`src/include/tec_pkg.sv`:
```
// ============================================================
// Shared constants and types for the dual 8-bit timer block
// ============================================================
package tec_pkg;

   // ==========================================================
   // Register byte addresses
   // ==========================================================
   localparam logic [15:0] TEC_T0_COUNT_ADDR = 16'hff2c;   // Counter 0, read only
   localparam logic [15:0] TEC_T0_CMP_ADDR = 16'hff2d;     // Compare 0
   localparam logic [15:0] TEC_T0_CLKSEL_ADDR = 16'hff2e;  // Clock select 0
   localparam logic [15:0] TEC_T0_MODE_ADDR = 16'hff2f;    // Mode control 0
   localparam logic [15:0] TEC_T1_COUNT_ADDR = 16'hff3c;   // Counter 1, read only
   localparam logic [15:0] TEC_T1_CMP_ADDR = 16'hff3d;     // Compare 1
   localparam logic [15:0] TEC_T1_CLKSEL_ADDR = 16'hff3e;  // Clock select 1
   localparam logic [15:0] TEC_T1_MODE_ADDR = 16'hff3f;    // Mode control 1

   // ==========================================================
   // Reset values
   // ==========================================================
   localparam logic [7:0] TEC_COUNT_RST = 8'h00;   // Counter after reset
   localparam logic [7:0] TEC_CMP_RST = 8'h00;     // Compare after reset
   localparam logic [2:0] TEC_CLKSEL_RST = 3'h0;   // Clock select after reset
   localparam logic [7:0] TEC_RDATA_RST = 8'h00;   // Read data after reset
   localparam logic [7:0] TEC_COUNT_MAX = 8'hff;   // Overflow point

   // ==========================================================
   // Mode control field positions
   // ==========================================================
   localparam int TEC_MODE_RUN_BIT = 7;   // count_run_enable
   localparam int TEC_MODE_PWM_BIT = 6;   // pwm_mode_select
   localparam int TEC_MODE_SET_BIT = 3;   // Output flip-flop set strobe
   localparam int TEC_MODE_CLR_BIT = 2;   // Output flip-flop reset strobe
   localparam int TEC_MODE_INV_BIT = 1;   // output_invert_or_polarity
   localparam int TEC_MODE_OE_BIT = 0;    // Timer output enable
   localparam int TEC_CLKSEL_W = 3;       // Width of clock select field

   // ==========================================================
   // Clock select codes
   // ==========================================================
   localparam logic [2:0] TEC_SEL_EXT_FALL = 3'h0;  // Instance 0 pin falling
   localparam logic [2:0] TEC_SEL_EXT_RISE = 3'h1;  // Instance 0 pin rising
   localparam logic [2:0] TEC_SEL_2 = 3'h2;         // fx/2 on both
   localparam logic [2:0] TEC_SEL_3 = 3'h3;
   localparam logic [2:0] TEC_SEL_4 = 3'h4;
   localparam logic [2:0] TEC_SEL_5 = 3'h5;
   localparam logic [2:0] TEC_SEL_6 = 3'h6;
   localparam logic [2:0] TEC_SEL_7 = 3'h7;

   // ==========================================================
   // Divider sizes
   // ==========================================================
   localparam int TEC_PRESC_W = 13;   // Main clock prescaler up to fx/8192
   localparam int TEC_LS_DIV_W = 7;   // Low-speed clock divider of 128

   // Mode control bits carried to a channel
   typedef struct packed {
      logic run;      // count_run_enable
      logic pwm;      // pwm_mode_select
      logic invert;   // output_invert_or_polarity
      logic out_en;   // Timer output enable
   } tec_ctrl_t;

endpackage : tec_pkg
```
`src/design/tec_channel.sv`:
```
`timescale 1ns/1ps
`default_nettype none
// ============================================================
// One 8-bit counter with compare, clear mode, PWM and output
// ============================================================
module tec_channel
   import tec_pkg::*;
#(
   parameter bit HAS_OUTPUT = 1'b1   // Square wave and PWM present
) (
   input wire logic mclk_i,
   input wire logic rst_n_i,
   input wire logic clk_en_i,
   input wire logic tick_i,           // One-cycle count clock edge
   input wire tec_ctrl_t ctrl_i,      // Mode control bits
   input wire logic ff_set_i,         // Output flip-flop set strobe
   input wire logic ff_clr_i,         // Output flip-flop reset strobe
   input wire logic [7:0] compare_i,  // Compare value
   output logic [7:0] count_o,        // Counter value
   output logic match_o,              // One-cycle match request
   output logic out_level_o           // Level for the timer pin
);

   logic [7:0] count_reg;   // Counter
   logic [7:0] count_next;
   logic match_reg;         // Registered match request
   logic match_next;
   logic tff_reg;           // Square-wave flip-flop
   logic tff_next;
   logic pff_reg;           // PWM flip-flop
   logic pff_next;
   logic cmp_eq;            // Counter equals compare
   logic ovf;               // Counter at top
   logic clr_match;         // Clearing match in clear mode

   // ==========================================================
   // Compare and next state
   // ==========================================================
   assign cmp_eq = (count_reg == compare_i);
   assign ovf = (count_reg == TEC_COUNT_MAX);
   assign clr_match = ctrl_i.run && tick_i && !ctrl_i.pwm && cmp_eq;

   // Stopped forces zero, match clears, otherwise tick advances
   assign count_next = !ctrl_i.run ? TEC_COUNT_RST :
                       clr_match ? TEC_COUNT_RST :
                       (ctrl_i.run && tick_i) ? count_reg + 8'h01 :
                       count_reg;

   // Match request only outside PWM, one cycle per tick
   assign match_next = clr_match;

   // Register strobes first, then toggle on match when invert is set
   assign tff_next = !HAS_OUTPUT ? 1'b0 :
                     (ff_set_i && !ctrl_i.pwm) ? 1'b1 :
                     (ff_clr_i && !ctrl_i.pwm) ? 1'b0 :
                     (clr_match && ctrl_i.invert) ? !tff_reg :
                     tff_reg;

   // Overflow makes active, match makes inactive, stop forces off
   assign pff_next = (!HAS_OUTPUT || !ctrl_i.run) ? 1'b0 :
                     (tick_i && ctrl_i.pwm && ovf) ? 1'b1 :
                     (tick_i && ctrl_i.pwm && cmp_eq) ? 1'b0 :
                     pff_reg;

   // ==========================================================
   // State registers
   // ==========================================================
   always_ff @(posedge mclk_i) begin
      if (!rst_n_i) begin
         count_reg <= TEC_COUNT_RST;
         match_reg <= 1'b0;
         tff_reg <= 1'b0;
         pff_reg <= 1'b0;
      end else if (clk_en_i) begin
         count_reg <= count_next;
         match_reg <= match_next;
         tff_reg <= tff_next;
         pff_reg <= pff_next;
      end
   end

   // ==========================================================
   // Outputs
   // ==========================================================
   assign count_o = count_reg;
   assign match_o = match_reg;
   // Polarity applies in PWM mode only
   assign out_level_o = HAS_OUTPUT && ctrl_i.out_en &&
                        (ctrl_i.pwm ? (pff_reg ^ ctrl_i.invert) : tff_reg);

endmodule : tec_channel
`default_nettype wire

```
`src/design/tec_top.sv`:
```
`timescale 1ns/1ps
`default_nettype none
module tec_top
   import tec_pkg::*;
(
   input wire logic mclk_i,                  // Main clock fx
   input wire logic rst_n_i,                 // Synchronous reset, active low
   input wire logic clk_en_i,                // Freezes all state while low
   input wire logic [15:0] addr_i,           // CPU byte address
   input wire logic [7:0] wdata_i,           // CPU write data
   input wire logic wr_en_i,                 // CPU write strobe
   input wire logic rd_en_i,                 // CPU read strobe
   output logic [7:0] rdata_o,               // CPU read data, registered
   input wire logic external_count_input_i,  // External event pin
   input wire logic low_speed_osc_clock_i,   // Low-speed oscillator level
   output logic timer_output_pin_o,          // Timer output pin level
   output logic timer_output_en_o,           // Timer output enable
   output logic match_interrupt0_o,          // Instance 0 match request
   output logic match_interrupt1_o           // Instance 1 match request
);

   // ==========================================================
   // Declarations
   // ==========================================================
   logic ext_s1_reg;                       // Pin synchroniser stage 1
   logic ext_s2_reg;                       // Pin synchroniser stage 2
   logic ext_prev_reg;                     // Previous synchronised pin level
   logic ls_s1_reg;                        // Low-speed clock stage 1
   logic ls_s2_reg;                        // Low-speed clock stage 2
   logic ls_prev_reg;                      // Previous low-speed level
   logic [TEC_PRESC_W-1:0] presc_reg;      // Main clock prescaler
   logic [TEC_PRESC_W-1:0] presc_next;
   logic [TEC_LS_DIV_W-1:0] ls_div_reg;    // Low-speed divider
   logic [TEC_LS_DIV_W-1:0] ls_div_next;
   logic [7:0] cmp0_reg;                   // compare_value_reg, instance 0
   logic [7:0] cmp1_reg;                   // compare_value_reg, instance 1
   logic [2:0] sel0_reg;                   // count_clock_select, instance 0
   logic [2:0] sel1_reg;                   // count_clock_select, instance 1
   tec_ctrl_t ctrl0_reg;                   // Mode control, instance 0
   tec_ctrl_t ctrl1_reg;                   // Mode control, instance 1
   tec_ctrl_t ctrl0_next;
   tec_ctrl_t ctrl1_next;
   logic [7:0] rdata_reg;                  // Registered read data
   logic [7:0] rdata_next;
   logic [7:0] count0;                     // timer_count_value, instance 0
   logic [7:0] count1;                     // timer_count_value, instance 1
   logic match0;                           // Match request, instance 0
   logic match1;                           // Match request, instance 1
   logic out_level0;                       // Pin level from instance 0
   logic out_level1;                       // Unused level from instance 1

   // ==========================================================
   // Address decode
   // ==========================================================
   logic wr_cmp0;      // Write compare 0
   logic wr_cmp1;      // Write compare 1
   logic wr_sel0;      // Write clock select 0
   logic wr_sel1;      // Write clock select 1
   logic wr_mode0;     // Write mode control 0
   logic wr_mode1;     // Write mode control 1
   logic ff_set0;      // Output flip-flop set strobe
   logic ff_clr0;      // Output flip-flop reset strobe

   assign wr_cmp0 = wr_en_i && (addr_i == TEC_T0_CMP_ADDR);
   assign wr_cmp1 = wr_en_i && (addr_i == TEC_T1_CMP_ADDR);
   assign wr_sel0 = wr_en_i && (addr_i == TEC_T0_CLKSEL_ADDR);
   assign wr_sel1 = wr_en_i && (addr_i == TEC_T1_CLKSEL_ADDR);
   assign wr_mode0 = wr_en_i && (addr_i == TEC_T0_MODE_ADDR);
   assign wr_mode1 = wr_en_i && (addr_i == TEC_T1_MODE_ADDR);

   // Both strobes at once is prohibited and treated as no change
   assign ff_set0 = wr_mode0 && clk_en_i && wdata_i[TEC_MODE_SET_BIT] &&
                    !wdata_i[TEC_MODE_CLR_BIT];
   assign ff_clr0 = wr_mode0 && clk_en_i && wdata_i[TEC_MODE_CLR_BIT] &&
                    !wdata_i[TEC_MODE_SET_BIT];

   // ==========================================================
   // Input synchronisers
   // ==========================================================
   // Pin and low-speed clock each pass two flip-flops
   always_ff @(posedge mclk_i) begin
      if (!rst_n_i) begin
         ext_s1_reg <= 1'b0;
         ext_s2_reg <= 1'b0;
         ext_prev_reg <= 1'b0;
         ls_s1_reg <= 1'b0;
         ls_s2_reg <= 1'b0;
         ls_prev_reg <= 1'b0;
      end else if (clk_en_i) begin
         ext_s1_reg <= external_count_input_i;
         ext_s2_reg <= ext_s1_reg;
         ext_prev_reg <= ext_s2_reg;
         ls_s1_reg <= low_speed_osc_clock_i;
         ls_s2_reg <= ls_s1_reg;
         ls_prev_reg <= ls_s2_reg;
      end
   end

   // ==========================================================
   // Edge detection on synchronised levels
   // ==========================================================
   logic ext_rise;     // Pin rising edge
   logic ext_fall;     // Pin falling edge
   logic ls_rise;      // Low-speed clock rising edge

   assign ext_rise = ext_s2_reg && !ext_prev_reg;
   assign ext_fall = !ext_s2_reg && ext_prev_reg;
   assign ls_rise = ls_s2_reg && !ls_prev_reg;

   // ==========================================================
   // Prescalers
   // ==========================================================
   assign presc_next = presc_reg + {{(TEC_PRESC_W-1){1'b0}}, 1'b1};
   assign ls_div_next = ls_rise ? ls_div_reg + {{(TEC_LS_DIV_W-1){1'b0}}, 1'b1} :
                        ls_div_reg;

   // Free-running dividers of fx and of the low-speed clock
   always_ff @(posedge mclk_i) begin
      if (!rst_n_i) begin
         presc_reg <= '0;
         ls_div_reg <= '0;
      end else if (clk_en_i) begin
         presc_reg <= presc_next;
         ls_div_reg <= ls_div_next;
      end
   end

   // ==========================================================
   // Division taps, one cycle pulse per divided period
   // ==========================================================
   logic fx_d2;       // fx/2
   logic fx_d4;       // fx/4
   logic fx_d16;      // fx/16
   logic fx_d32;      // fx/32
   logic fx_d64;      // fx/64
   logic fx_d128;     // fx/128
   logic fx_d256;     // fx/256
   logic fx_d1024;    // fx/1024
   logic fx_d8192;    // fx/8192
   logic ls_d128;     // Low-speed clock / 128

   assign fx_d2 = &presc_reg[0:0];
   assign fx_d4 = &presc_reg[1:0];
   assign fx_d16 = &presc_reg[3:0];
   assign fx_d32 = &presc_reg[4:0];
   assign fx_d64 = &presc_reg[5:0];
   assign fx_d128 = &presc_reg[6:0];
   assign fx_d256 = &presc_reg[7:0];
   assign fx_d1024 = &presc_reg[9:0];
   assign fx_d8192 = &presc_reg[12:0];
   assign ls_d128 = ls_rise && (&ls_div_reg);

   // ==========================================================
   // Count clock selection
   // ==========================================================
   logic tick0;     // Count edge, instance 0
   logic tick1;     // Count edge, instance 1

   // Instance 0: pin edges or fx divisions
   assign tick0 = (sel0_reg == TEC_SEL_EXT_FALL) ? ext_fall :
                  (sel0_reg == TEC_SEL_EXT_RISE) ? ext_rise :
                  (sel0_reg == TEC_SEL_2) ? fx_d2 :
                  (sel0_reg == TEC_SEL_3) ? fx_d4 :
                  (sel0_reg == TEC_SEL_4) ? fx_d16 :
                  (sel0_reg == TEC_SEL_5) ? fx_d64 :
                  (sel0_reg == TEC_SEL_6) ? fx_d256 :
                  fx_d8192;

   // Instance 1: prohibited codes give no count edge
   assign tick1 = (sel1_reg == TEC_SEL_2) ? fx_d2 :
                  (sel1_reg == TEC_SEL_3) ? fx_d32 :
                  (sel1_reg == TEC_SEL_4) ? fx_d128 :
                  (sel1_reg == TEC_SEL_5) ? fx_d1024 :
                  (sel1_reg == TEC_SEL_6) ? fx_d8192 :
                  (sel1_reg == TEC_SEL_7) ? ls_d128 :
                  1'b0;

   // ==========================================================
   // Mode control next values
   // ==========================================================
   // Instance 1 keeps only run and mode bits
   assign ctrl0_next = wr_mode0 ?
                       '{run: wdata_i[TEC_MODE_RUN_BIT], pwm: wdata_i[TEC_MODE_PWM_BIT],
                         invert: wdata_i[TEC_MODE_INV_BIT],
                         out_en: wdata_i[TEC_MODE_OE_BIT]} :
                       ctrl0_reg;
   assign ctrl1_next = wr_mode1 ?
                       '{run: wdata_i[TEC_MODE_RUN_BIT], pwm: wdata_i[TEC_MODE_PWM_BIT],
                         invert: 1'b0, out_en: 1'b0} :
                       ctrl1_reg;

   // ==========================================================
   // Software registers
   // ==========================================================
   // Compare, clock select and mode control; counters not writable
   always_ff @(posedge mclk_i) begin
      if (!rst_n_i) begin
         cmp0_reg <= TEC_CMP_RST;
         cmp1_reg <= TEC_CMP_RST;
         sel0_reg <= TEC_CLKSEL_RST;
         sel1_reg <= TEC_CLKSEL_RST;
         ctrl0_reg <= '0;
         ctrl1_reg <= '0;
      end else if (clk_en_i) begin
         if (wr_cmp0) begin
            cmp0_reg <= wdata_i;
         end
         if (wr_cmp1) begin
            cmp1_reg <= wdata_i;
         end
         if (wr_sel0) begin
            sel0_reg <= wdata_i[TEC_CLKSEL_W-1:0];
         end
         if (wr_sel1) begin
            sel1_reg <= wdata_i[TEC_CLKSEL_W-1:0];
         end
         ctrl0_reg <= ctrl0_next;
         ctrl1_reg <= ctrl1_next;
      end
   end

   // ==========================================================
   // Read multiplexer
   // ==========================================================
   logic [7:0] mode0_rd;   // Mode 0 readback, strobes read zero
   logic [7:0] mode1_rd;   // Mode 1 readback, low bits zero

   assign mode0_rd = {ctrl0_reg.run, ctrl0_reg.pwm, 4'h0,
                      ctrl0_reg.invert, ctrl0_reg.out_en};
   assign mode1_rd = {ctrl1_reg.run, ctrl1_reg.pwm, 6'h00};

   // Unmapped addresses read zero
   assign rdata_next = !rd_en_i ? rdata_reg :
                       (addr_i == TEC_T0_COUNT_ADDR) ? count0 :
                       (addr_i == TEC_T0_CMP_ADDR) ? cmp0_reg :
                       (addr_i == TEC_T0_CLKSEL_ADDR) ? {5'h00, sel0_reg} :
                       (addr_i == TEC_T0_MODE_ADDR) ? mode0_rd :
                       (addr_i == TEC_T1_COUNT_ADDR) ? count1 :
                       (addr_i == TEC_T1_CMP_ADDR) ? cmp1_reg :
                       (addr_i == TEC_T1_CLKSEL_ADDR) ? {5'h00, sel1_reg} :
                       (addr_i == TEC_T1_MODE_ADDR) ? mode1_rd :
                       8'h00;

   // Read data held until the next read
   always_ff @(posedge mclk_i) begin
      if (!rst_n_i) begin
         rdata_reg <= TEC_RDATA_RST;
      end else if (clk_en_i) begin
         rdata_reg <= rdata_next;
      end
   end

   // ==========================================================
   // Channels
   // ==========================================================
   // Instance 0 with pin features
   tec_channel #(
      .HAS_OUTPUT(1'b1)
   ) u_chan0 (
      .mclk_i(mclk_i),
      .rst_n_i(rst_n_i),
      .clk_en_i(clk_en_i),
      .tick_i(tick0),
      .ctrl_i(ctrl0_reg),
      .ff_set_i(ff_set0),
      .ff_clr_i(ff_clr0),
      .compare_i(cmp0_reg),
      .count_o(count0),
      .match_o(match0),
      .out_level_o(out_level0)
   );

   // Instance 1, interval timing only
   tec_channel #(
      .HAS_OUTPUT(1'b0)
   ) u_chan1 (
      .mclk_i(mclk_i),
      .rst_n_i(rst_n_i),
      .clk_en_i(clk_en_i),
      .tick_i(tick1),
      .ctrl_i(ctrl1_reg),
      .ff_set_i(1'b0),
      .ff_clr_i(1'b0),
      .compare_i(cmp1_reg),
      .count_o(count1),
      .match_o(match1),
      .out_level_o(out_level1)
   );

   // ==========================================================
   // Outputs
   // ==========================================================
   assign rdata_o = rdata_reg;
   assign match_interrupt0_o = match0;
   assign match_interrupt1_o = match1;
   assign timer_output_pin_o = out_level0;
   assign timer_output_en_o = ctrl0_reg.out_en;

   // Instance 1 level is held at zero by construction
   logic unused_level;
   assign unused_level = out_level1;

endmodule : tec_top
`default_nettype wire

```
`config.mk`:
```
export PLATFORM = sky130hd
export DESIGN_NAME = tec_top
export DESIGN_NICKNAME = d
export VERILOG_FILES = /design/src/include/tec_pkg.sv /design/src/design/tec_channel.sv /design/src/design/tec_top.sv
export SDC_FILE = /design/constraint.sdc
export NUM_CORES = 1
export LEC_CHECK = 0
export ABC_AREA = 1
export BUFFER_PORTS_ARGS = -buffer_cell sky130_fd_sc_hd__buf_2
export CAP_MARGIN = 5
export CORE_UTILIZATION = 55
export CTS_BUF_LIST = sky130_fd_sc_hd__clkbuf_8
export DETAILED_ROUTE_END_ITERATION = 8
export HOLD_SLACK_MARGIN = 0.02
export PLACE_DENSITY = 0.75
export SYNTH_ARGS = -nofsm -noshare
export SYNTH_HDL_FRONTEND = slang
export SYNTH_SLANG_ARGS = --single-unit
```
`constraint.sdc`:
```
create_clock -name mclk_i -period 2.3 [get_ports mclk_i]
set_input_delay 0.23 -clock mclk_i [delete_from_list [all_inputs] [get_ports mclk_i]]
set_output_delay 0.23 -clock mclk_i [all_outputs]
set_load 0.02 [all_outputs]
```
# Word level (Yosys, flattened, before mapping)
# Index checks and enable logic that the tools add are counted.
# totals
romBits	0
mem_count	0
register_bits	82
in_bits	31
mem_bits_rw	0
wordCells	149
latch_bits	0
out_inout_bits	12
# op_classes
n_addsub	4
div	0
n_reduce_logical	59
muxes	34
n_mul	0
magnitude_cmp	0
n_eq_ne	26
shift	0
bitwise_logic	1
# ops
cell	count
$eq 16x16->1 const B	8
$mux 8	14
$logic_and 1x1->1	28
$reduce_and 2->1	13
$eq 3x3->1 const B	7
$mux 1	20
$add 8x1->8 const B	2
$eq 8x8->1	2
$reduce_and 7->1	2
$add 13x1->13 const B	1
$reduce_and 13->1	1
$eq 3x2->1 const B	4
$reduce_and 10->1	1
$ne 3x1->1 const B	3
$eq 8x8->1 const B	1
$logic_not 1->1	8
$reduce_and 8->1	1
$add 7x1->7 const B	1
$reduce_and 6->1	1
$reduce_and 5->1	1
$reduce_and 4->1	1
$eq 3x1->1 const B	1
$logic_not 3->1	1
$reduce_bool 3->1	1
$xor 1x1->1	1

# Longest topological paths before layout
# Gate-level depths: netlist (run 1).
# logic_depth
ltp_word	15
mapped_depth	13
ltp_nobuf	13

# Hierarchy
# From an unflattened synthesis (run 1), not the netlist that was laid out.
# unflattened
hier_cells	659
hier_area_um2	4449.3
# by_module_without_submodules
module	cells_per_inst	seq_area_each_um2	instances	area_each_um2
tec_top	440	1241.2	1	3091.7
tec_channel (u_chan0)	130	220.2	1	763.2
tec_channel (u_chan1)	89	180.2	1	594.3

# Worst setup path before layout (run 1)
# Ideal clock, no wire load.
# synth_timing
path_kind	reg2reg
startpoint	register presc_reg[0]
endpoint	register u_chan1.count_reg[4], in the netlist u_chan1.count_o[4]
period_less_slack_ns	1.760
path_slack_ns	0.540
arrival_ns	1.643
path_stages_with_launch	13
setup_ns	0.117
path_buffers	0
required_ns	2.183
cell_sequence	dfxtp_1 ha_1 nand2_1 nor2_1 ha_1 o21ai_0 o31ai_1 nand2_1 nand3_2 nand2_4 clkinv_2 o21ai_0 nor2_1
# synth_between
elab_chain_cells	11
word_cells_on_any_way	16
classes_between	eq/ne: 1; mux: 7; reduce/logical: 8
# synth_rtl
item	line_no	text
from (decl)	tec_top.sv:31	logic [TEC_PRESC_W-1:0] presc_reg;
from (signal assigned)	tec_top.sv:123	presc_reg <= presc_next;
$reduce_and 13->1	tec_top.sv:150	assign fx_d8192 = &presc_reg[12:0];
$mux 1	tec_top.sv:174	(sel1_reg == TEC_SEL_6) ? fx_d8192 :
$mux 1	tec_top.sv:173	(sel1_reg == TEC_SEL_5) ? fx_d1024 :
$mux 1	tec_top.sv:172	(sel1_reg == TEC_SEL_4) ? fx_d128 :
$mux 1	tec_top.sv:171	(sel1_reg == TEC_SEL_3) ? fx_d32 :
$mux 1 *	tec_top.sv:170	assign tick1 = (sel1_reg == TEC_SEL_2) ? fx_d2 :
$logic_and 1x1->1 *	tec_channel.sv:41, tec_channel.sv:46	
$logic_and 1x1->1 (2 in series)	tec_channel.sv:41	assign clr_match = ctrl_i.run && tick_i && !ctrl_i.pwm && cmp_eq;
$ne 3x1->1 (no line) / $mux 8 (equally long branches)	-	
$reduce_and 2->1 (no line) / $mux 8 (equally long branches)	-	
to (signal assigned)	tec_channel.sv:75	count_reg <= count_next;
to (decl)	tec_channel.sv:24	logic [7:0] count_reg;
# Every way passes the cells marked *; elsewhere a longest branch is shown, timed or not.
# A chain may end at the register's enable or synchronous reset.

# Final worst setup path (run 1)
# Ends and elaborated chain as after synthesis.

==> summary.md, run 1 <==
| Metric | Value |
|---|---|
| Netlist cell types | 49 |
| Largest family of logic cells by synthesized area | simple AND/OR/NAND/NOR gates |
| Cell count after synthesis | between 600 and 700 |
| Largest net degree at the start of global routing | 57 |
| Synthesized flop and latch total | between 80 and 90 |
| Via density per instance | ~5.6 |
| Post-synth top cells | nand2_1, dfxtp_1, inv_1 |
| DRT Pass-1 Iters | 4 |
| Critical path arrival | ~2200 ps |
| Overflow left after global routing | 0 |
| Setup TNS | 0 ps |
| Quantity of gates resized following cts | 0 |
| Drt drc | 0 |
| Max reg flops | 13 |
| Number of setup violations in the final report | 0 |
| Synth top area share | 36.2% |
| Placed instance area | between 0.004 and 0.005 mm2 |
| Minimum clock period | just under 2000 ps |
| RSZ-0062 raised after global routing | no |
| DR WL/cell | 14.5 um |
| Xor/xnor share of the synthesized area | roughly 1.4% |
| Initial Util | between 50% and 60% |
| Die width | 92.8 um |
| Maxcap violations | 0 |
| Worst Clk Skew | around 7.8 ps |
| I/O pins | 43 |
| IO buf count | 42 |
| Fraction of registers with async set or reset after synthesis | 0% |
| Die area | roughly 0.0086 mm2 |
| EDFF count, synth | 0 |
| Routed WL | 11.5 mm |
| Adder-cell share of the synthesized area | 1.38% |
| Mux share of post-synthesis cell area | 0% |
| CTS tree | built |
| Placer Congestion | roughly 0.87 |
| Max Slew Vio Count | 0 |
| Most numerous cell in the Yosys netlist | nand2_1 |
| CP peak stage delay | about 330 ps |
| Synthesized area per cell | ~7 um2 |
| Final hold slack | approximately 120 ps |
| Worst slew pin tran | between 900 and 1000 ps |
| CTS Buf Count | 9 |
| Sequential share of the synthesized area | 36.2% |
| ANT cells | 0 |
| CP required | roughly 2500 ps |
| Fill cells | 754 |
| Worst IR Drop VDD | roughly 0.4 mV |
| Pleak | between 1.5 and 2 nW |
| Fin nets | a little over 700 |
| Setup crit start kind | flop |
| Row count | 32 |
| Detail Placement HPWL | about 8.6 mm |
| Hold/Removal Path Class | in2reg |
| Compound-cell area share of the yosys netlist | 20.9% |
| Status | finished, final reports clean |
| Clk root buf | clkbuf_8 |
| Simple-Gate Fraction of Synth Area | between 30% and 40% |
| Worst setup EP type | flop |
| Clk_lat worst skew | 340 ps |
| Crit Path Class | reg2reg |
| YS warnings | 0 |
| Main synth FF type | dfxtp_1 |
| Leading area contributor after synthesis | dfxtp_1 |
| Synth area leaders | dfxtp_1, nand2_1, o21ai_0 |
| Share of cells above drive strength 1 | between 10% and 20% |
| Hold Buf Count CTS | 0 |
| Tot GR Track Use | 28.2% |
| Syn Nets | between 600 and 700 |
| Final Instance Area | ~0.0050 mm2 |
| Vias in the first global route | between 4000 and 5000 |
| Clock sink count | just over 80 |
| Post-CTS setup buffers | 0 |
| Die Y | between 90 and 100 um |
| Core Region | ~0.008 mm2 |
| Max FO, Critical Path | 9 |
| Final hold vios | 0 |
| Critical path, cell by cell | ha_1 -> nand2_1 -> nor2_1 -> ha_1 -> o21ai_0 -> o31ai_1 -> nand2_1 -> nand3_2 -> nand2_4 -> clkinv_2 -> o21ai_0 -> nor2_1 |
| Clock buffer depth | 2 |
| Synthesized area | ~0.0045 mm2 |
| Relative slew slack | 38.4% |
| Cell Pwr Density | 574 mW/mm2 |
| H-Tree Level Count | 3 |
| Multi-input gate area | roughly 0.0025 mm2 |
| Worst-path clk slew | 80 ps |
| Initial antenna violation count | 0 |
| Initial DRC count | around 300 |
| FMAX | between 0.5 and 0.6 GHz |
| DRT antenna net count | 0 |
| First-pass GRT wire length | roughly 19 mm |
| Storage element area | roughly 0.0016 mm2 |
| Vias | about 4500 |
| Tcrit/Tclk final | 86.0% |
| Slowest CP cell | dfxtp_1 |
| Area delta synth->final | 11.1% |
metrics by stage:
step           util [%]  power [mW]  instances  setup slack [ps]
2_1_floorplan         -        1.62        649               540
3_3_place_gp       61.3        1.69        777               348
3_5_place_dp       61.3        1.70        777               320
4_1_cts            64.3        2.92        792               325
5_1_grt            64.3        3.00        792               132
6_report           64.3        2.90        792               322
critical path, delay by kind of cell, from the launching register on:
kind / cells / cell delay (ps)
AOI/OAI and AO/OA: 3 / 430
adders and majority gates: 2 / 430
DFF: 1 / 330
and+or+nand+nor: 6 / 580
buffers and inverters: 1 / 130
cell type report:
| class | count | area share (%) |
|---|---|---|
| clock buffers | 9 | 2.46 |
| clock inverters | 6 | 2.13 |
| inverters | 82 | 6.15 |
| multi-input cells | 464 | 49.3 |
| flip-flops and latches | 82 | 32.6 |
| well taps | 102 | 2.53 |
| repair buffers | 47 | 4.91 |
final timing paths:
path	start	slack, ps	cells past startpoint	to
max reg2reg	presc_reg[0]$_SDFFE_PN0P_	320	12	u_chan1.count_o[4]$_SDFFE_PN0P_
max	presc_reg[0]$_SDFFE_PN0P_	320	12	u_chan1.count_o[4]$_SDFFE_PN0P_
min reg2reg	ls_prev_reg$_SDFFE_PN0P_	460	2	ls_prev_reg$_SDFFE_PN0P_
min	external_count_input_i	120	3	ext_s1_reg$_SDFFE_PN0P_
cell usage in the layout (no fill, tap or decap), types with 2 or more instances in the layout:
cell type / Yosys / final
a211oi_1: 2 / 2
a21oi_1: 69 / 69
a21oi_2: 3 / 3
buf_2: 9 / 42
buf_4: 1 / 5
bufinv_16: 0 / 3
clkbuf_8: 0 / 9
clkinv_2: 2 / 3
dfxtp_1: 82 / 82
ha_1: 5 / 5
inv_1: 76 / 77
inv_2: 3 / 3
nand2_1: 107 / 107
nand2_2: 9 / 9
nand2_4: 5 / 5
nand3_1: 26 / 26
nand3_2: 2 / 2
nand3_4: 2 / 2
nand3b_1: 3 / 3
nand4_1: 17 / 17
nand4_4: 2 / 2
nor2_1: 63 / 63
nor2_2: 3 / 3
nor2_4: 2 / 2
nor3_1: 24 / 24
nor3_2: 5 / 5
nor3b_1: 3 / 3
nor4_1: 3 / 3
o211ai_1: 2 / 2
o21ai_0: 70 / 70
o21ai_1: 6 / 6
o21bai_1: 3 / 3
o221ai_1: 3 / 3
o22ai_1: 7 / 7
xnor2_1: 5 / 5
xor2_1: 2 / 2
logic make-up (layout without fill, tap and decap cells):
kind of cell,count (synthesis),after routing
simple gates,280,280
compound gates,172,172
buf+inv,103,144
flops,82,82
xor+xnor,7,7
fa+ha+maj,5,5
where the power goes:
part           leakage (nW)  switching (mW)  internal [mW]
Combinational          1.16           0.141         0.0685
Clock                 0.120           0.518          0.712
Sequential            0.664          0.0168           1.44
Total                  1.94           0.676           2.22
routing by layer:
layer / GRT usage (%) / part of all wire, % / vias to the layer above
met5: 0 / 0 / -
met4: 10.9 / 2.3 / 0
met3: 3.12 / 6.3 / 23
met2: 46.6 / 46 / 178
met1: 37.6 / 45 / 2016
li1: - / - / 2252
No activity file was read; power rests on OpenSTA's default activity.
==> run 2: changes to the inputs <==
- MAX_ROUTING_LAYER: unset -> met4
- clock period: 2.3 -> 2 ns (I/O delays scaled with it)
==> run 2 against run 1 <==
- die area is the same
- combinational power is 20% higher
- cell count rose by 0.88%
- sequential share of layout area about the same
- hold slack lost 49 ps
- register-to-register slack worse by 150 ps
- setup slack got worse by 150 ps
- fmax is 8.0% higher
- critical endpoint is now u_chan1.count_o[7]$_SDFFE_PN0P_
- highest routed layer unchanged
==> summary.md, run 2 (synthesis gave the netlist of run 1 again) <==
| Metric | Value |
|---|---|
| Crit Path Class | reg2reg |
| Most frequent cells in the layout | nand2_1, dfxtp_1, inv_1 |
| First-pass GRT wire length | slightly below 20 mm |
| Clk_lat worst skew | 360 ps |
| H-Tree Level Count | 3 |
| Cell Pwr Density | just over 600 mW/mm2 |
| FF-to-FF End | u_chan1.count_o[7]$_SDFFE_PN0P_ |
| Area delta synth->final | 11.3% |
| Worst setup EP type | flop |
| CP peak stage delay | 330 ps |
| Hold depth | 3 |
| Vias in the first global route | ~4300 |
| Clock sink count | around 80 |
| IO buf count | 42 |
| Slowest CP cell | dfxtp_1 |
| Setup crit start kind | flop |
| Number of setup violations in the final report | 0 |
| Fin nets | roughly 730 |
| I/O pins | 43 |
| Maxcap violations | 0 |
| Worst R2R Path Depth | 13 |
| Clk root buf | clkbuf_8 |
| Worst IR Drop VDD | roughly 0.40 mV |
| Met1 GRT Util | between 30% and 40% |
| Worst Clk Skew | 18.0 ps |
| Commonest non-fill, non-tap cell in the layout | nand2_1 |
| Max FO, Critical Path | 4 |
| Post-CTS setup buffers | 0 |
| Gr busiest metal | met2 |
| Routed WL | ~12 mm |
| FMAX | roughly 0.55 GHz |
| Worst slew pin tran | roughly 560 ps |
| Initial Util | 57.8% |
| Status | finished, final reports clean |
| Row count | 32 |
| Critical path, cell by cell | ha_1 -> nand2_2 -> nor2_1 -> ha_1 -> o21ai_1 -> o31ai_1 -> nand2_1 -> nand2_1 -> nand2_2 -> nand2_1 -> nand2_1 -> nand2_2 -> nor3_2 |
| Relative slew slack | a little over three fifths |
| Vias | about 4500 |
| Final hold vios | 0 |
| Max Slew Vio Count | 0 |
| R2R Setup Slk | around 170 ps |
| Critical path arrival | roughly 2100 ps |
| Global routing usage on met3 | between 3 and 4% |
| Buf/Inv on CP | 0 |
| Minimum clock period | ~1800 ps |
| Die Y | 92.8 um |
| Max reg flops | 13 |
| Placer Congestion | ~0.9 |
| Initial DRC count | about 310 |
| Die area | around 0.0086 mm2 |
| Tcrit/Tclk final | roughly 90% |
| DRT Pass-1 Iters | 4 |
| Hold Buf Count CTS | 0 |
| Origin of the critical flop-to-flop path | presc_reg[0]$_SDFFE_PN0P_ |
| Overflow left after global routing | 0 |
| Drt drc | 0 |
| Most Frequent Cell on Critical Path | nand2_1 |
| Core Region | ~0.008 mm2 |
| Delay-heaviest family, CP | simple AND/OR/NAND/NOR gates |
| Die width | slightly above 90 um |
| Tot GR Track Use | 29.9% |
| DRT antenna net count | 0 |
| Met2 Usage GRT | around half |
| Setup TNS | 0 ps |
| Hold Path Origin | external_count_input_i |
| Initial antenna violation count | 0 |
| Post-Layout Cell Count | between 700 and 800 |
| DR WL/cell | around 15 um |
| RSZ-0062 raised after global routing | no |
| Share of cells above drive strength 1 | between 15 and 20% |
| Worst-path clk slew | 90 ps |
| ANT cells | 0 |
| Detail Placement HPWL | roughly 9 mm |
| Pleak | slightly below 2 nW |
| Post-Place Cells | 783 |
| CTS Buf Count | 9 |
| CP required | ~2300 ps |
| Via density per instance | roughly 5.7 |
| Quantity of gates resized following cts | 0 |
| Hold/Removal Path Class | in2reg |
| Largest net degree at the start of global routing | between 50 and 60 |
| Worst Hold End | ext_s1_reg$_SDFFE_PN0P_ |
| Clock buffer depth | 2 |
| CTS tree | built |
[run 2: cell count changes in the layout (fill, tap and decap cells not counted), sizes merged]
cell / delta
clkbuf: +2
buf: +6
inv: +1
clkinv: +1
bufinv: -3
[run 2: stage by stage]
step | setup slack (ps) | power, mW | cell area [um2] | hold WS (ps) | utilization, %
2_1_floorplan | 240 | 1.86 | 4540 | 335 | -
3_3_place_gp | 129 | 1.95 | 4860 | 427 | 61.9
3_5_place_dp | 89.2 | 1.96 | 4860 | 438 | 61.9
4_1_cts | 87.1 | 3.09 | 5040 | 59.9 | 64.3
5_1_grt | 3.09 | 3.19 | 5050 | 72.5 | 64.4
6_report | 169 | 3.08 | 5050 | 66.3 | 64.4
[run 2: metal layers]
| layer | share of wire [%] | up-vias |
|---|---|---|
| met5 | 0 | - |
| met4 | 1.6 | 0 |
| met3 | 6.2 | 18 |
| met2 | 46 | 162 |
| met1 | 46 | 2080 |
| li1 | - | 2270 |
[run 2: how the worst max path moves through the flow]
stage / endpoint / depth (start not counted) / from / slack [ps]
after floorplan: u_chan1.count_o[4]$_SDFFE_PN0P_ / 12 / presc_reg[0]$_SDFFE_PN0P_ / 240
after global placement: u_chan1.count_o[4]$_SDFFE_PN0P_ / 12 / presc_reg[0]$_SDFFE_PN0P_ / 130
after detailed placement: u_chan1.count_o[4]$_SDFFE_PN0P_ / 12 / presc_reg[0]$_SDFFE_PN0P_ / 90
after CTS: u_chan1.count_o[4]$_SDFFE_PN0P_ / 12 / presc_reg[0]$_SDFFE_PN0P_ / 90
after global routing: u_chan1.count_o[7]$_SDFFE_PN0P_ / 13 / presc_reg[0]$_SDFFE_PN0P_ / 3
final: u_chan1.count_o[7]$_SDFFE_PN0P_ / 13 / presc_reg[0]$_SDFFE_PN0P_ / 170
[run 2: power by group]
part,total [mW],switching [mW],internal (mW)
logic,0.251,0.168,0.0833
registers,1.67,0.0178,1.66
clock network,1.15,0.629,0.524
total,3.08,0.814,2.26
[run 2: worst min-delay path: cells and delay by family]
kind          cells  cell delay, ps
simple gates      2             110
buf+inv           1              70
[run 2: area by class of cell]
type,count,area [um2]
clock buffer,11,151
clock inverter,5,36.3
inverter,82,312
multi-input combinational,464,2490
fill,733,2800
sequential,82,1640
tap,102,128
timing repair buffer,53,293
==> run 3: changes to the inputs <==
- PLACE_DENSITY: 0.75 -> 0.78
==> run 3 against run 2 <==
- combinational power barely moved
- register-to-register slack got worse by 30 ps
- clock skew fell by 6.3 ps
- non-clock buffer count fell by 1
- fmax fell by 1.5%
- setup slack got worse by 28 ps
- clock power rose by 9%
- first-iteration DRC count fell by 3.6%
- critical path depth did not move
- routed wire length fell by 2.7%
- count of clock-buffer cells in the layout did not move
- via count rose by 0.31%
==> summary.md, run 3 (synthesis gave the netlist of run 1 again) <==
| Metric | Value |
|---|---|
| Status | finished, final reports clean |
| Worst slew pin tran | roughly 540 ps |
| Post-Place Cells | 782 |
| Commonest non-fill, non-tap cell in the layout | nand2_1 |
| Minimum clock period | about 1900 ps |
| Core Region | between 0.007 and 0.008 mm2 |
| Vias | ~4500 |
| Initial Util | 57.8% |
| Worst-path clk slew | roughly 90 ps |
| ANT cells | 0 |
| Worst IR Drop VDD | ~0.37 mV |
| Setup TNS | 0 ps |
| Placer Congestion | about 0.94 |
| Quantity of gates resized following cts | 0 |
| CP peak stage delay | roughly 330 ps |
| Routed WL | roughly 12 mm |
| Largest net degree at the start of global routing | 57 |
| Vias in the first global route | roughly 4200 |
| Maxcap violations | 0 |
| Fin nets | between 700 and 800 |
| Tcrit/Tclk final | between 90 and 100% |
| Hold Buf Count CTS | 0 |
| Die width | a little over 90 um |
| CTS tree | built |
| Hold/Removal Path Class | in2reg |
| DR WL/cell | ~14 um |
| Max FO, Critical Path | 4 |
| FMAX | 0.538 GHz |
| Pleak | about 2.0 nW |
| Final core occ | between 60% and 70% |
| Die Y | ~93 um |
| Placement Setup Slack | approximately 32 ps |
| Final hold slack | approximately 79 ps |
| Post-Layout Cell Count | 798 |
| I/O pins | between 40 and 50 |
| CTS Buf Count | 9 |
| Detail Placement HPWL | between 8 and 9 mm |
| Share of cells above drive strength 1 | between 10% and 20% |
| Most frequent cells in the layout | nand2_1, dfxtp_1, inv_1 |
| Post-CTS setup buffers | 0 |
| Number of setup violations in the final report | 0 |
| Critical path arrival | ~2100 ps |
| Setup crit start kind | flop |
| Clk root buf | clkbuf_8 |
| DRT antenna net count | 0 |
| Worst setup EP type | flop |
| Slowest CP cell | dfxtp_1 |
| Worst Clk Skew | about 12 ps |
| Overflow left after global routing | 0 |
| Die area | approximately 0.0086 mm2 |
| RSZ-0062 raised after global routing | yes |
| First-pass GRT wire length | approximately 19 mm |
| Area delta synth->final | 11.6% |
| CP required | ~2300 ps |
| Initial DRC count | 294 |
| Max reg flops | 13 |
| Final hold vios | 0 |
| H-Tree Level Count | 3 |
| Critical path, cell by cell | ha_1 -> nand2_2 -> nor2_1 -> ha_1 -> o21ai_1 -> o31ai_1 -> nand2_1 -> nand2_1 -> nand2_1 -> nand2_1 -> nand2_1 -> nand2_2 -> a21oi_1 |
| Clk_lat worst skew | roughly 350 ps |
| DRT Pass-1 Iters | 5 |
| Relative slew slack | 63.8% |
| Setup ws final | about 140 ps |
| Initial antenna violation count | 0 |
| Row count | 32 |
| Max Slew Vio Count | 0 |
| Buf/Inv on CP | 0 |
| Most Frequent Cell on Critical Path | nand2_1 |
| Drt drc | 0 |
| Delay-heaviest family, CP | simple AND/OR/NAND/NOR gates |
| Clock sink count | roughly 80 |
| Cell Pwr Density | 626 mW/mm2 |
| Via density per instance | approximately 5.7 |
| Tot GR Track Use | ~29% |
| IO buf count | between 40 and 50 |
| Crit Path Class | reg2reg |
| Clock buffer depth | 2 |
-- run 3: metal layers --
metal / up-vias / global-route usage, % / part of all wire [%]
met1: 2088 / 37.9 / 45
met4: 0 / 7.82 / 1.6
met3: 18 / 4.76 / 7.1
met2: 173 / 45.6 / 47
li1: 2265 / - / -
met5: - / - / 0
-- run 3: tightest hold or removal path, cell delays in order --
cell	delay, ps
buf_2	70
nor2_1	30
nor2_1	80
-- run 3: area by class of cell --
type	count	area [um2]
Fill cell	727	2780
Multi-Input combinational cell	464	2490
Sequential cell	82	1640
Inverter	82	312
Timing Repair Buffer	52	285
Clock buffer	11	151
Tap cell	102	128
Clock inverter	5	53.8
-- run 3: worst paths after layout --
kind / from / endpoint / slack [ps] / cells past startpoint
hold / removal: external_count_input_i / ext_s1_reg$_SDFFE_PN0P_ / 80 / 3
setup reg to reg: presc_reg[0]$_SDFFE_PN0P_ / u_chan1.count_o[6]$_SDFFE_PN0P_ / 140 / 13
setup / recovery: presc_reg[0]$_SDFFE_PN0P_ / u_chan1.count_o[6]$_SDFFE_PN0P_ / 140 / 13
hold reg to reg: ls_div_reg[6]$_SDFFE_PN0P_ / ls_div_reg[6]$_SDFFE_PN0P_ / 460 / 1
-- run 3: power breakdown --
| part | switching, mW | internal (mW) |
|---|---|---|
| registers | 0.0193 | 1.66 |
| clock network | 0.604 | 0.642 |
| logic | 0.167 | 0.0840 |
| total | 0.791 | 2.38 |
-- run 3: metrics by stage --
step                power (mW)  cell area (um2)
floorplan                 1.86             4540
global placement          1.95             4850
detailed placement        1.96             4850
CTS                       3.18             5050
global route              3.30             5060
finish                    3.17             5060
